<file path="config.mk">
export PLATFORM = sky130hd
export DESIGN_NAME = bps_sequencer
export DESIGN_NICKNAME = d
export VERILOG_FILES = /design/src/rtl/bps_pkg.sv /design/src/rtl/bps_sequencer.sv
export SDC_FILE = /design/constraint.sdc
export NUM_CORES = 1
export LEC_CHECK = 0
export BUFFER_PORTS_ARGS = -buffer_cell sky130_fd_sc_hd__buf_4
export CORE_AREA = 2 2 154 156
export CTS_CLUSTER_SIZE = 28
export DETAILED_ROUTE_END_ITERATION = 7
export DIE_AREA = 0 0 156 158
export MAX_ROUTING_LAYER = met4
export SKIP_LAST_GASP = 1
export SLEW_MARGIN = 25
export SYNTH_ARGS = -nofsm -noshare
export SYNTH_HDL_FRONTEND = slang
export SYNTH_SLANG_ARGS = --single-unit
</file>
<file path="constraint.sdc">
create_clock -name i_clock -period 7.31 [get_ports i_clock]
set_input_delay 0.3655 -clock i_clock [delete_from_list [all_inputs] [get_ports i_clock]]
set_output_delay 0.3655 -clock i_clock [all_outputs]
set_load 0.05 [all_outputs]
</file>
<file path="src/rtl/bps_pkg.sv">
// Purpose: Shared constants and types for the buck PWM sequencer.
// Assumes: 125 MHz system clock, all inputs synchronous to it.
// Notes: Switching period is built from 256 phase slots.
package bps_pkg;

    localparam int CLOCK_PERIOD_NS = 8;
    // Enable filter and sync pulse timing
    localparam int DISABLE_TIME_NS = 40000;
    localparam int DISABLE_CYCLES = DISABLE_TIME_NS / CLOCK_PERIOD_NS;
    localparam int SYNC_MAX_NS = 22000;
    localparam int SYNC_MAX_CYCLES = SYNC_MAX_NS / CLOCK_PERIOD_NS;
    localparam int SYNC_MIN_NS = 40;
    localparam int SYNC_MIN_CYCLES =
        (SYNC_MIN_NS + CLOCK_PERIOD_NS - 1) / CLOCK_PERIOD_NS;
    // Free-running oscillator, nominal 100 kHz
    localparam int FREE_PERIOD_NS = 10000;
    localparam int FREE_PERIOD_CYCLES = FREE_PERIOD_NS / CLOCK_PERIOD_NS;
    localparam logic [15:0] FREE_PERIOD = 16'(FREE_PERIOD_CYCLES);
    localparam logic [7:0] FREE_SLOT_DIV = 8'(FREE_PERIOD_CYCLES / 256);
    // Sync window: 1.1x to 2.0x the free-running frequency
    localparam logic [15:0] SYNC_PERIOD_MIN = 16'(FREE_PERIOD_CYCLES / 2);
    localparam logic [15:0] SYNC_PERIOD_MAX =
        16'(FREE_PERIOD_CYCLES * 10 / 11);
    localparam logic [7:0] LOCK_PULSES = 8'd200;
    // Soft-start: 2048 switching periods, about 6.5 ms near 315 kHz
    localparam int SOFT_START_TIME_US = 6500;
    localparam logic [10:0] SS_LAST = 11'h7ff;
    localparam logic [1:0] HICCUP_RAMPS = 2'h3;
    // 96 percent of 256 slots
    localparam logic [7:0] MAX_DUTY = 8'hf5;
    localparam logic [7:0] LAST_SLOT = 8'hff;

    typedef enum logic [2:0] {
        ST_POR = 3'b000,
        ST_SOFT = 3'b001,
        ST_RUN = 3'b010,
        ST_HICCUP = 3'b011,
        ST_OFF = 3'b100
    } bps_state_t;

    typedef struct packed {
        bps_state_t state;
        logic [15:0] low_cnt;
        logic [15:0] meas_cnt;
        logic sync_seen;
        logic sync_prev;
        logic [7:0] slot_div;
        logic [7:0] div_cnt;
        logic [7:0] phase;
        logic [10:0] ss_cnt;
        logic [1:0] hic_cnt;
        logic [7:0] lock_cnt;
        logic locked;
        logic hs;
        logic ls;
        logic pump_en;
        logic pump_on_pwm;
        logic off;
        logic hic;
    } bps_regs_t;

endpackage

</file>
<file path="src/rtl/bps_sequencer.sv">
// Function
// - Starts by itself at power-up; supply-good input watched every cycle.
// - Pump runs on free clock below power-good, then on PWM clock.
// - Soft-start begins only once the bias rail is reported good.
// - During soft-start the duty limit follows a rising ramp.
// - Full ramp lasts about 6.5 ms at a switching frequency near 315 kHz.
// - Never both gates on; each turns on only after other senses off.
// - Enable input low longer than 40 us disables the device.
// - High enable input leaves disabled state at once, unfiltered.
// - Entering disabled state switches the charge pump off.
// - Low pulses shorter than 22 us are treated as sync pulses.
// - Sync at 1.1 to 2.0 times free frequency is locked to.
// - Frequency lock reached within about 200 sync cycles.
// - Overcurrent trip starts a new soft-start in hiccup fashion.
// - Overcurrent stops switching at once and runs internal ramps.
// - Output stays off three ramps; the fourth ramp drives the output.
// - Repeated overcurrent repeats the hiccup delay without limit.
// - Soft-start ramp counts 2048 switching periods.
// - Duty cycle limited to about 96 percent of each period.
// - Disabled state stops gates and sequencing entirely.
//
// Purpose: Sequencing, PWM timing and gate interlock of a buck controller.
// Assumes: Gate-off sense inputs come from 0.8 V comparators.
// Notes: Duty demand stands for the error amplifier against the sawtooth.
`timescale 1ns/1ps

module bps_sequencer
    import bps_pkg::*;
#(
    parameter int DISABLE_COUNT = DISABLE_CYCLES
) (
    input wire logic i_clock,
    input wire logic i_srst,
    input wire logic i_clock_en,
    input wire logic i_bias_good,
    input wire logic i_sync_en,
    input wire logic i_overcurrent,
    input wire logic i_high_gate_off,
    input wire logic i_low_gate_off,
    input wire logic [7:0] i_duty_demand,
    output logic o_high_side_gate_drive,
    output logic o_low_side_gate_drive,
    output logic o_pump_enable,
    output logic o_pump_on_pwm,
    output logic o_sync_locked,
    output logic o_disabled,
    output logic o_hiccup,
    output logic [10:0] o_soft_start_ramp
);

    localparam logic [15:0] DISABLE_LAST = 16'(DISABLE_COUNT - 1);
    localparam logic [15:0] SYNC_MAX = 16'(SYNC_MAX_CYCLES);

    function automatic logic [7:0] min8(input logic [7:0] a,
                                        input logic [7:0] b);
        min8 = (a < b) ? a : b;
    endfunction

    bps_regs_t s;
    bps_regs_t next_s;

    ////////////////////////////////////////////////////////////////////////
    // Sequencer, oscillator and gate logic

    logic period_end;
    logic sync_edge;
    logic sync_ok;
    logic ramp_done;
    logic want_high;
    logic switching;
    logic [7:0] duty;
    logic [7:0] next_phase;

    always_comb begin
        next_s = s;
        // A sync pulse ends on the rising edge after a short low time
        sync_edge = i_sync_en && !s.sync_prev && s.sync_seen;
        sync_ok = sync_edge && (s.meas_cnt >= SYNC_PERIOD_MIN) &&
                  (s.meas_cnt <= SYNC_PERIOD_MAX);
        period_end = 1'b0;
        ramp_done = 1'b0;
        next_s.sync_prev = i_sync_en;

        // Enable filter: only a long low disables, a high wakes at once
        if (i_sync_en) begin
            next_s.low_cnt = 16'h0000;
        end else if (s.low_cnt != 16'hffff) begin
            next_s.low_cnt = s.low_cnt + 16'h0001;
        end
        if (!i_sync_en && s.low_cnt < SYNC_MAX) begin
            next_s.sync_seen = 1'b1;
        end else if (!i_sync_en) begin
            next_s.sync_seen = 1'b0;
        end else if (sync_edge) begin
            next_s.sync_seen = 1'b0;
        end

        // Period measurement between sync pulses
        if (sync_edge) begin
            next_s.meas_cnt = 16'h0001;
        end else if (s.meas_cnt != 16'hffff) begin
            next_s.meas_cnt = s.meas_cnt + 16'h0001;
        end
        // Lock needs an unbroken run of in-window pulses
        if (sync_ok) begin
            next_s.slot_div = s.meas_cnt[15:8];
            if (s.lock_cnt != LOCK_PULSES) begin
                next_s.lock_cnt = s.lock_cnt + 8'h01;
            end
        end else if (sync_edge || s.meas_cnt > FREE_PERIOD) begin
            next_s.lock_cnt = 8'h00;
            next_s.slot_div = FREE_SLOT_DIV;
        end
        next_s.locked = (next_s.lock_cnt == LOCK_PULSES);

        // Slot divider and 256-slot phase; a locked sync realigns phase
        next_phase = s.phase;
        if (s.locked && sync_ok) begin
            next_s.div_cnt = 8'h00;
            next_phase = 8'h00;
        end else if (s.div_cnt + 8'h01 >= s.slot_div) begin
            next_s.div_cnt = 8'h00;
            next_phase = s.phase + 8'h01;
            period_end = (s.phase == LAST_SLOT);
        end else begin
            next_s.div_cnt = s.div_cnt + 8'h01;
        end
        next_s.phase = next_phase;

        // Ramp counts switching periods, so its length tracks frequency
        if ((s.state == ST_SOFT || s.state == ST_HICCUP) && period_end) begin
            next_s.ss_cnt = s.ss_cnt + 11'h001;
            ramp_done = (s.ss_cnt == SS_LAST);
        end

        unique case (s.state)
            ST_POR: begin
                next_s.ss_cnt = 11'h000;
                if (i_bias_good) begin
                    next_s.state = ST_SOFT;
                end
            end
            ST_SOFT: begin
                if (ramp_done) begin
                    next_s.state = ST_RUN;
                end
            end
            ST_RUN: begin
                next_s.ss_cnt = SS_LAST;
            end
            ST_HICCUP: begin
                if (ramp_done) begin
                    next_s.hic_cnt = s.hic_cnt + 2'h1;
                    if (s.hic_cnt == HICCUP_RAMPS - 2'h1) begin
                        next_s.hic_cnt = 2'h0;
                        next_s.state = ST_SOFT;
                    end
                end
            end
            ST_OFF: begin
                next_s.ss_cnt = 11'h000;
                next_s.hic_cnt = 2'h0;
                if (i_sync_en) begin
                    next_s.state = ST_POR;
                end
            end
        endcase

        // Overcurrent restarts ramps from zero, again on every trip
        if ((s.state == ST_SOFT || s.state == ST_RUN) && i_overcurrent) begin
            next_s.state = ST_HICCUP;
            next_s.ss_cnt = 11'h000;
            next_s.hic_cnt = 2'h0;
        end
        // Losing the bias rail drops back to waiting for power-good
        if (!i_bias_good && s.state != ST_OFF) begin
            next_s.state = ST_POR;
            next_s.ss_cnt = 11'h000;
        end
        if (!i_sync_en && s.low_cnt >= DISABLE_LAST) begin
            next_s.state = ST_OFF;
        end

        // Duty limit: demand, clamped by the ramp and the maximum
        duty = min8(i_duty_demand, MAX_DUTY);
        if (next_s.state == ST_SOFT) begin
            duty = min8(duty, next_s.ss_cnt[10:3]);
        end
        switching = (next_s.state == ST_SOFT || next_s.state == ST_RUN);
        want_high = switching && (next_phase < duty);

        // Each gate waits for the other one to be sensed off
        next_s.hs = want_high && i_low_gate_off && !s.ls;
        next_s.ls = switching && !want_high && i_high_gate_off &&
                    !s.hs && !next_s.hs;

        next_s.pump_en = (next_s.state != ST_OFF);
        next_s.pump_on_pwm = next_s.pump_en &&
                             (next_s.state != ST_POR);
        next_s.off = (next_s.state == ST_OFF);
        next_s.hic = (next_s.state == ST_HICCUP);
    end

    always_ff @(posedge i_clock) begin
        if (i_srst) begin
            s <= '0;
            s.state <= ST_POR;
            s.slot_div <= FREE_SLOT_DIV;
            s.sync_prev <= 1'b1;
            s.pump_en <= 1'b1;
        end else if (i_clock_en) begin
            s <= next_s;
        end
    end

    assign o_high_side_gate_drive = s.hs;
    assign o_low_side_gate_drive = s.ls;
    assign o_pump_enable = s.pump_en;
    assign o_pump_on_pwm = s.pump_on_pwm;
    assign o_sync_locked = s.locked;
    assign o_disabled = s.off;
    assign o_hiccup = s.hic;
    assign o_soft_start_ramp = s.ss_cnt;
endmodule

</file>
==> flow_summary_export.csv, run 1 <==
group,metric,value,unit
yosys,synthArstFlopShare,0,%
worst_setup_path,end_kind,"register",
placement,gp_congestion,0.847,
layout,area_delta_synth_final,12.7,%
layout,final_cells,1029,
timing,fin_crit_sh,88.6,%
die,fp-row-count,56,
pwr,swShare,24.8,%
yosys,synth_edf_count,0,
timing,fin_tns_setup,0,ps
grt,busiest_layer,"met2",
yosys,ys_ff_latch,89,
die,io-pin-count,34,
clocking,post_cts_buffers,0,
timing,worst_pin_slew,811,ps
pwr,pwr-share-seq,46.7,%
grt,grt_util_met1,14.1,%
placement,dpl_cell_area,6110,sq um
yosys,synth_top_family_by_area,"simple AND/OR/NAND/NOR gates",
pwr,power.total,1.06,mW
pwr,combPwrFrac,8.5,%
clocking,cts-htree-levels,3,
yosys,avgSynthCellArea,7.79,sq um
die,core,23100,sq um
timing,fin_worst_skew,7.24,ps
drt,vias_per_cell,4.84,
grt,grt_pass1_vias,4659,
grt,grt_util_met2,19.2,%
placement,place_inst,1014,
run_status,status,"finished, final reports clean",
clocking,ctsResizeCount,0,
pwr,power_frac_clock,44.8,%
pwr,peakVddDrop,0.141,mV
yosys,syn_area,5690,sq um
clocking,cts_buffers,9,
placement,io_buffers,33,
timing,slew_viol_final,0,
worst_setup_path,start_kind,"register",
die,dieArea,24600,sq um
grt,met3_usage,2.35,%
yosys,ys_seq_area_share,31.3,%
worst_setup_path,worst-endpoint-required,7590,ps
drt,drt_first_iter_violations,230,
timing,min_period,6480,ps
drt,drc_errors,0,
yosys,synth-compound-area-share,18.4,%
yosys,netlist_instances,731,
drt,final_antenna_net_count,0,
drt,num_vias,4985,
pwr,switchingPower,0.264,mW
yosys,synthXorXnorAreaFrac,6.62,%
clocking,clkLatencyLatePin,350,ps
timing,hold_viol_final,0,
yosys,synth_fa_ha_area_share,6.77,%
clocking,clock-sinks,89,
yosys,syn_nets,777,
yosys,ys.flop_type,"dfxtp_1",
drt,dr.pass1.iters,4,
clocking,clkTransAtPathRegs,70,ps
worst_setup_path,cp_slowest_stage_delay,530,ps
grt,grt_usage,11.5,%
min_path,hold_path.class,"in2reg",
timing,max_freq,154,MHz
clocking,hold_buffers,0,
die,die_w,156,um
layout,n_antenna_cell,0,
worst_setup_path,cp_max_fo,10,
worst_setup_path,crit_slowest_cell,"a2111oi_0",
timing,slew_headroom,45.8,%
layout,drive_gt1_share,8.80,%
pwr,power.density,166,nW/um^2
worst_setup_path,cp.arrival,6760,ps
drt,finalWirelength,13.5,mm
grt,grt_max_degree,64,
yosys,ys_warn_count,0,
grt,overflow,0,
pwr,p_leak,2.39,nW
die,start_util,24.7,%
timing,worst_hold_slack,404,ps
clocking,root_buffer,"clkbuf_16",
layout,design_area,6420,sq um
yosys,ys_types,72,
drt,wl_per_cell,13.1,um
grt,antenna_found_initial,0,
layout,layout.nets,781,
yosys,synthSimpleGateAreaFrac,28.1,%
placement,hpwl,9.78,mm
flow_run,drv_cap,0,
worst_setup_path,crit_type,"reg2reg",
timing,setup_violations,0,
grt,grt_pass1_wl,22.5,mm
die,die_h,158,um
clocking,tritoncts,"built",
clocking,clockBufferDepth,2,
pwr,p_int,0.799,mW
yosys,synthMuxAreaShare,3.60,%
timing,rsz0062_at_grt,"false",
[metal layers]
layer / up-vias / part of all wire (%)
met1: 2300 / 48
met2: 71 / 47
met3: 12 / 3.5
met4: 0 / 1.2
li1: 2602 / -
met5: - / 0
[worst paths after layout]
check,startpoint,end,slack [ps],depth (start not counted)
min reg2reg,o_hiccup,o_hiccup,470,2
min,i_sync_en,s[71],400,3
max,s[38],o_high_side_gate_drive,830,30
max reg2reg,s[38],o_high_side_gate_drive,830,30
[registers in the layout, indices dropped and copies added, names as in the netlist]
signal / flops
o_pump_on_pwm: 1
s: 71
o_hiccup: 1
o_soft_start_ramp: 11
o_disabled: 1
o_sync_locked: 1
o_pump_enable: 1
o_high_side_gate_drive: 1
o_low_side_gate_drive: 1
[cell type report]
cell class | count | area [sq um]
repair buffers | 36 | 270
multi-input cells | 576 | 3610
clock buffers | 10 | 239
fillers | 2452 | 16600
well taps | 290 | 363
clock inverters | 5 | 65.1
inverters | 23 | 86.3
flip-flops and latches | 89 | 1780
[synthesized netlist by cell type, drive strengths merged (3+ instances only)]
cell     count  area, sq um
xor2        28          245
a21o         9         67.6
xnor2       15          131
a211oi       5         42.5
or3         13         92.6
mux2i       19          194
nor2b        6         37.5
nor3        26          130
a211o        4         35.0
o21ai       38          190
nand2       66          248
nand4b       4         35.0
nand2b      10         62.6
nor4b        3         41.3
inv         22         82.6
nor4         3         18.8
o21bai       4         30.0
a31oi        7         50.1
a32oi        3         26.3
o21a         8         60.1
dfxtp       89         1780
nand3       25          138
a22oi        6         45.0
nand3b       4         30.0
a2111oi      4         37.5
and4         5         43.8
clkbuf      26         97.6
ha          30          375
nand4       18          119
and2         8         50.1
buf         17          115
a21oi       61          317
nor2       102          383
and3        16          101
[placed cells by master, fill, tap and decap left out, drive strengths merged, types with 5 or more instances in the layout]
| cell | netlist | final |
|---|---|---|
| a211oi | 5 | 5 |
| a21o | 9 | 9 |
| a21oi | 61 | 61 |
| a22oi | 6 | 6 |
| a31oi | 7 | 7 |
| and2 | 8 | 8 |
| and3 | 16 | 16 |
| and4 | 5 | 5 |
| buf | 17 | 36 |
| clkbuf | 26 | 10 |
| dfxtp | 89 | 89 |
| ha | 30 | 30 |
| inv | 22 | 23 |
| mux2i | 19 | 19 |
| nand2 | 66 | 66 |
| nand2b | 10 | 10 |
| nand3 | 25 | 25 |
| nand4 | 18 | 18 |
| nor2 | 102 | 102 |
| nor2b | 6 | 6 |
| nor3 | 26 | 26 |
| o21a | 8 | 8 |
| o21ai | 38 | 38 |
| or3 | 13 | 13 |
| xnor2 | 15 | 15 |
| xor2 | 28 | 28 |
[power by group through the flow]
stage                     Combinational [mW]  Clock [mW]  Sequential, mW
after floorplan                       0.0657           0           0.506
after global placement                0.0904           0           0.507
after detailed placement              0.0908           0           0.507
after CTS                             0.0914       0.494           0.496
after global routing                   0.102       0.510           0.497
final                                 0.0907       0.476           0.496
[kinds of logic after synthesis]
family                   Yosys count
AO/OA/AOI/OAI                    165
XOR/XNOR                          43
adder cells (fa/ha/maj)           31
buffers and inverters             66
flip-flops                        89
multiplexers                      20
AND/OR/NAND/NOR                  317
[metrics by stage]
| step | util (%) | setup WS, ps |
|---|---|---|
| 5_1_grt | 27.8 | 379 |
| 2_1_floorplan | - | 1420 |
| 3_5_place_dp | 26.5 | 950 |
| 6_report | 27.8 | 830 |
| 4_1_cts | 27.8 | 890 |
| 3_3_place_gp | 26.5 | 1190 |
[worst max-delay path, delay by kind of cell, from the launching register on]
| kind | cells | cell delay [ps] |
|---|---|---|
| muxes | 1 | 330 |
| adders and majority gates | 3 | 860 |
| xor gates and xnor gates | 2 | 330 |
| AOI/OAI and AO/OA | 11 | 2390 |
| and+or+nand+nor | 12 | 1880 |
| DFF | 1 | 410 |
| buffers and inverters | 1 | 180 |
Power figures use the tool's default switching activity.
==> inputs of run 2 (changes only) <==
ABC_AREA = 1   (was default)
==> run 2 against run 1 <==
Net effect: routed wire length hardly changed; critical path depth is 3 higher; sequential power is 4.6% higher; register-to-register slack better by 1300 ps; setup slack better by 1300 ps; synthesized area hardly changed; non-clock buffer count is 2 lower; synthesized cell count is 14% higher; clock-buffer cell count is 3 higher; combinational power is 97% higher; cell count is 11% higher; critical path type unchanged; critical endpoint is now o_low_side_gate_drive.
==> flow_summary_export.csv, run 2 <==
group,metric,value,unit
grt,antenna_found_initial,0,
yosys,synth_fa_ha_area_share,6.59,%
layout,top_register,"s",
die,start_util,24.7,%
die,die_w,156,um
timing,slew_viol_final,0,
layout,final_cell_mix,"139 x nand2_1, 109 x inv_1, 89 x dfxtp_1",
yosys,ys_ff_latch,89,
worst_setup_path,r2r_start,"s[36]",
grt,grt_max_degree,60,
yosys,netlist_instances,834,
clocking,post_cts_buffers,0,
timing,min_period,5160,ps
yosys,synthSimpleGateAreaFrac,28.7,%
worst_setup_path,rr_endpoint,"o_low_side_gate_drive",
layout,drive_gt1_share,11.0,%
timing,timing.final.ws_setup,2150,ps
worst_setup_path,r2r_cells,33,
yosys,synth_edf_count,0,
worst_setup_path,crit_path_frequent_cell,"nor2_1",
die,die_h,158,um
pwr,power.density,179,nW/um^2
placement,pre_cts_ws,2140,ps
layout,n_antenna_cell,0,
yosys,synth-compound-area-share,18.7,%
worst_setup_path,crit_type,"reg2reg",
grt,overflow,0,
clocking,cts-htree-levels,3,
clocking,cts_buffers,9,
worst_setup_path,cp_slowest_stage_delay,400,ps
flow_run,drv_cap,0,
min_path,min-delay-start,"i_high_gate_off",
placement,gp_congestion,0.845,
die,io-pin-count,34,
worst_setup_path,cp.arrival,5380,ps
yosys,synthArstFlopShare,0,%
worst_setup_path,crit_slowest_cell,"dfxtp_1",
drt,drt_first_iter_violations,310,
pwr,p_int,0.818,mW
yosys,synthXorXnorAreaFrac,3.23,%
drt,dr.pass1.iters,7,
timing,rsz0062_at_grt,"false",
yosys,ys_types,55,
timing,worst_pin_slew,761,ps
layout,layout.nets,891,
min_path,hold_end,"o_low_side_gate_drive",
grt,grt_pass1_wl,22.6,mm
pwr,p_leak,2.73,nW
timing,max_freq,194,MHz
pwr,power.total,1.15,mW
grt,grt_usage,11.4,%
worst_setup_path,worst-endpoint-required,7530,ps
yosys,syn_area,5690,sq um
pwr,switchingPower,0.330,mW
worst_setup_path,start_kind,"register",
timing,fin_tns_setup,0,ps
clocking,clkTransAtPathRegs,70,ps
drt,final_antenna_net_count,0,
timing,setup_violations,0,
clocking,root_buffer,"clkbuf_16",
timing,fin_worst_skew,5.26,ps
placement,hpwl,10.1,mm
min_path,holdPathStages,4,
worst_setup_path,cp_max_fo,15,
drt,vias_per_cell,4.63,
clocking,clock-sinks,89,
yosys,ys_top_cells_by_area,"dfxtp_1 31%, nand2_1 9.2%, a21oi_1 7.7%",
die,fp-row-count,56,
timing,hold_viol_final,0,
placement,io_buffers,33,
grt,grt_pass1_vias,4823,
die,dieArea,24600,sq um
yosys,synth_top_family_by_area,"simple AND/OR/NAND/NOR gates",
yosys,ys_seq_area_share,31.3,%
timing,fin_crit_sh,70.6,%
layout,layout_commonest_cell,"nand2_1",
drt,wl_per_cell,11.9,um
yosys,ys_warn_count,0,
die,core,23100,sq um
yosys,synthMuxAreaShare,0.198,%
drt,num_vias,5270,
worst_setup_path,end_kind,"register",
timing,slew_headroom,49.3,%
yosys,avgSynthCellArea,6.83,sq um
pwr,power_frac_clock,39.1,%
yosys,syn_nets,880,
pwr,swShare,28.7,%
clocking,clkLatencyLatePin,340,ps
layout,largest_reg_flops,71,
yosys,yosysTopAreaCell,"dfxtp_1",
worst_setup_path,reg2reg_slack,2150,ps
clocking,ctsResizeCount,0,
yosys,synth.most_common_cell,"nand2_1",
drt,drc_errors,0,
drt,finalWirelength,13.5,mm
pwr,peakVddDrop,0.117,mV
clocking,clockBufferDepth,2,
layout,area_delta_synth_final,12.7,%
pwr,combPwrFrac,15.6,%
yosys,ys.flop_type,"dfxtp_1",
yosys,synth_common_cells,"139 x nand2_1, 109 x inv_1, 89 x dfxtp_1",
clocking,tritoncts,"built",
clocking,hold_buffers,0,
run_status,status,"finished, final reports clean",
yosys,synth_top_area_share,31.3,%
min_path,hold_path.class,"in2reg",
pwr,pwr-share-seq,45.3,%
## run 2: cell count changes after synthesis, sizes merged, moves of 9 or more
cell    change
and3       -15
inv       +100
nor2       -15
a21oi      +29
nand2      +79
nand3      +20
xnor2      -11
or3        -13
o21ai      +28
nand2b     -10
xor2       -11
mux2i      -19
a21o        -9
## run 2: final cells by class
class                      count  area [sq um]
timing repair buffer          34           255
inverter                     123           462
fill                        2500         16600
clock inverter                 2          12.5
tap                          290           363
clock buffer                  13           270
sequential                    89          1780
multi-input combinational    588          3270
## run 2: worst max-delay path, delay by kind of cell, from the launching register on
| family | cells | cell delay, ps |
|---|---|---|
| AOI/OAI and AO/OA | 5 | 740 |
| xor gates and xnor gates | 1 | 150 |
| adders and majority gates | 3 | 850 |
| buffers and inverters | 2 | 170 |
| DFF | 1 | 400 |
| and+or+nand+nor | 22 | 2740 |
## run 2: power groups by stage
| stage | Combinational [mW] | Clock (mW) | Sequential [mW] |
|---|---|---|---|
| CTS | 0.180 | 0.460 | 0.519 |
| global placement | 0.179 | 0 | 0.530 |
| detailed placement | 0.179 | 0 | 0.530 |
| finish | 0.179 | 0.449 | 0.519 |
| global route | 0.204 | 0.482 | 0.522 |
| floorplan | 0.136 | 0 | 0.529 |
## run 2: cell families (layout without fill, tap and decap cells)
group                    count (synthesis)  after routing
AO/OA/AOI/OAI                          191            191
XOR/XNOR                                21             21
adder cells (fa/ha/maj)                 30             30
buffers and inverters                  157            172
flip-flops                              89             89
multiplexers                             1              1
AND/OR/NAND/NOR                        345            345
## run 2: through the flow
stage | cell area [sq um] | instances | utilization (%) | hold WS [ps]
floorplan | 5690 | 834 | - | 430
global placement | 6130 | 1124 | 26.6 | 444
detailed placement | 6130 | 1124 | 26.6 | 451
CTS | 6420 | 1139 | 27.8 | 409
global route | 6420 | 1139 | 27.8 | 424
finish | 6420 | 1139 | 27.8 | 418
## run 2: per-layer routing
metal,up-vias,GRT usage [%],part of all wire (%)
met3,17,1.78,2.7
met1,2391,15.4,53
met2,74,17.7,43
met4,0,3.28,1.3
met5,-,-,0
li1,2788,-,-
## run 2: how the worst max path moves through the flow
stage / start / cells after the start / endpoint / slack, ps
2_1_floorplan: s[36] / 33 / o_low_side_gate_drive / 2500
3_3_place_gp: s[36] / 33 / o_low_side_gate_drive / 2320
3_5_place_dp: s[36] / 33 / o_low_side_gate_drive / 2140
4_1_cts: s[36] / 33 / o_low_side_gate_drive / 2130
5_1_grt: s[36] / 32 / o_high_side_gate_drive / 1580
6_report: s[36] / 33 / o_low_side_gate_drive / 2150
==> inputs of run 3 (changes only) <==
ABC_AREA = 0   (was 1)
clock period = 4.2 ns   (was 7.31 ns; I/O delays follow)
==> run 3 against run 2 <==
Net effect: the flow now finishes with violations (setup timing); sequential cell count unchanged; non-clock buffer count increased by 95; clock-buffer cell count decreased by 1; critical path type unchanged.
==> flow_summary_export.csv, run 3 (synthesis results as in run 1) <==
group,metric,value,unit
run_status,status,"finished with violations",
run_status,violations,"setup timing",
layout,design_area,7190,sq um
drt,top_layer,"met4",
clocking,clockBufferDepth,2,
drt,wl_per_cell,13.2,um
grt,overflow,0,
layout,register_area,1790,sq um
drt,num_vias,5323,
drt,wl_met2,6.97,mm
layout,multiInputGateArea,3730,sq um
drt,finalWirelength,14.9,mm
placement,hpwl,10.8,mm
layout,area_delta_synth_final,26.3,%
grt,grt_pass1_wl,24.9,mm
layout,drive_gt1_share,21.6,%
clocking,clkLatencyLatePin,350,ps
die,die_h,158,um
pwr,p_leak,2.85,nW
worst_setup_path,worst-endpoint-required,4480,ps
drt,drt_first_iter_violations,229,
layout,final_cell_mix,"128 x buf_4, 101 x nor2_1, 86 x dfxtp_1",
timing,fin_crit_sh,129,%
timing,min_period,5410,ps
worst_setup_path,start_kind,"register",
die,start_util,24.7,%
drt,vias_per_cell,4.74,
die,die_w,156,um
timing,timing.final.ws_setup,-1210,ps
pwr,power.density,250,nW/um^2
timing,slew_headroom,51.3,%
clocking,root_buffer,"clkbuf_16",
placement,io_buffers,33,
timing,fin_tns_setup,-2330,ps
drt,wl_met3,390,um
drt,wl_met1,7.33,mm
grt,antenna_found_initial,0,
worst_setup_path,cp_max_fo,7,
layout,layout.nets,874,
layout,layout_commonest_cell,"buf_4",
drt,final_antenna_net_count,0,
layout,n_antenna_cell,0,
layout,top_register,"s",
die,dieArea,24600,sq um
timing,fin_worst_skew,6.40,ps
worst_setup_path,crit_slowest_cell,"dfxtp_2",
min_path,hold_path.class,"in2reg",
worst_setup_path,crit_type,"reg2reg",
timing,rsz0062_at_grt,"true",
timing,slew_viol_final,0,
clocking,clock-sinks,89,
clocking,cts-htree-levels,3,
grt,grt_pass1_vias,5146,
placement,dpl_cell_area,6800,sq um
die,fp-row-count,56,
grt,grt_max_degree,64,
pwr,peakVddDrop,0.197,mV
timing,worst_pin_slew,730,ps
layout,largest_reg_flops,71,
clocking,hold_buffers,0,
worst_setup_path,end_kind,"register",
die,core,23100,sq um
timing,setup_violations,2,
clocking,tritoncts,"built",
clocking,cts_buffers,9,
layout,nFillCells,2390,
placement,gp_congestion,0.843,
drt,dr.pass1.iters,5,
worst_setup_path,cp_slowest_stage_delay,330,ps
worst_setup_path,cp.arrival,5690,ps
drt,drc_errors,0,
clocking,clkTransAtPathRegs,70,ps
timing,max_freq,185,MHz
layout,final_cells,1123,
flow_run,drv_cap,0,
die,io-pin-count,34,
grt,grt_usage,12.8,%
timing,hold_viol_final,0,
placement,place_inst,1099,
## run 3: cell types whose count changed in the layout (fill, tap and decap cells not counted), moves of 12 or more
cell     before  now
nor2_1       79  101
buf_4        34  128
nand3_1      40   22
o21ai_0      63   31
nand2_1     139   65
mux2i_1       0   18
inv_2        13    1
inv_1       109   21
a21oi_1      88   55
and3_1        1   13
## run 3: critical path: cells and delay by family (launching register included)
kind	cells	cell delay (ps)
buffers and inverters	2	280
DFF	1	330
AOI/OAI and AO/OA	12	2120
xor gates and xnor gates	2	300
and+or+nand+nor	10	1440
adders and majority gates	3	720
muxes	1	120
## run 3: per-stage QoR
step                      setup WS [ps]  utilization [%]  total power [mW]  hold WS (ps)
after floorplan                   -1010                -             0.998           428
after global placement            -1070             29.5              1.07           446
after detailed placement          -1160             29.5              1.07           445
after CTS                         -1170             31.0              1.82           271
after global routing              -1540             31.2              1.88           302
final                             -1210             31.2              1.80           303
## run 3: worst paths after layout
kind / slack, ps / endpoint / from / cells past startpoint
worst max register to register: -1210 / o_high_side_gate_drive / s[36] / 30
worst min register to register: 450 / s[49] / s[49] / 2
worst min-delay path: 300 / o_low_side_gate_drive / i_high_gate_off / 4
worst max-delay path: -1210 / o_high_side_gate_drive / s[36] / 30
## run 3: what timing repair did
| action | CTS | global route |
|---|---|---|
| endpoints found under the setup margin | 2 | 2 |
| resized for setup | 6 | 11 |
| hold endpoints to repair | 0 | 0 |
| setup buffers | 5 | 3 |
| pin swaps | 9 | 11 |
## run 3: final cells by class
class | instances | share of cell area (%)
Timing Repair Buffer | 129 | 13.5
Multi-Input combinational cell | 576 | 51.8
Sequential cell | 89 | 24.8
Inverter | 23 | 1.20
Clock buffer | 12 | 3.29
Tap cell | 290 | 5.05
Clock inverter | 4 | 0.278
## run 3: metal layers
layer	track usage, %	vias up
met4	3.23	0
met2	21.0	54
li1	-	2793
met1	16.2	2462
met5	-	-
met3	2.74	14
## run 3: power breakdown
group,switching [mW],internal (mW)
Clock,0.339,0.398
Sequential,0.00634,0.853
Combinational,0.117,0.0826
Total,0.463,1.33
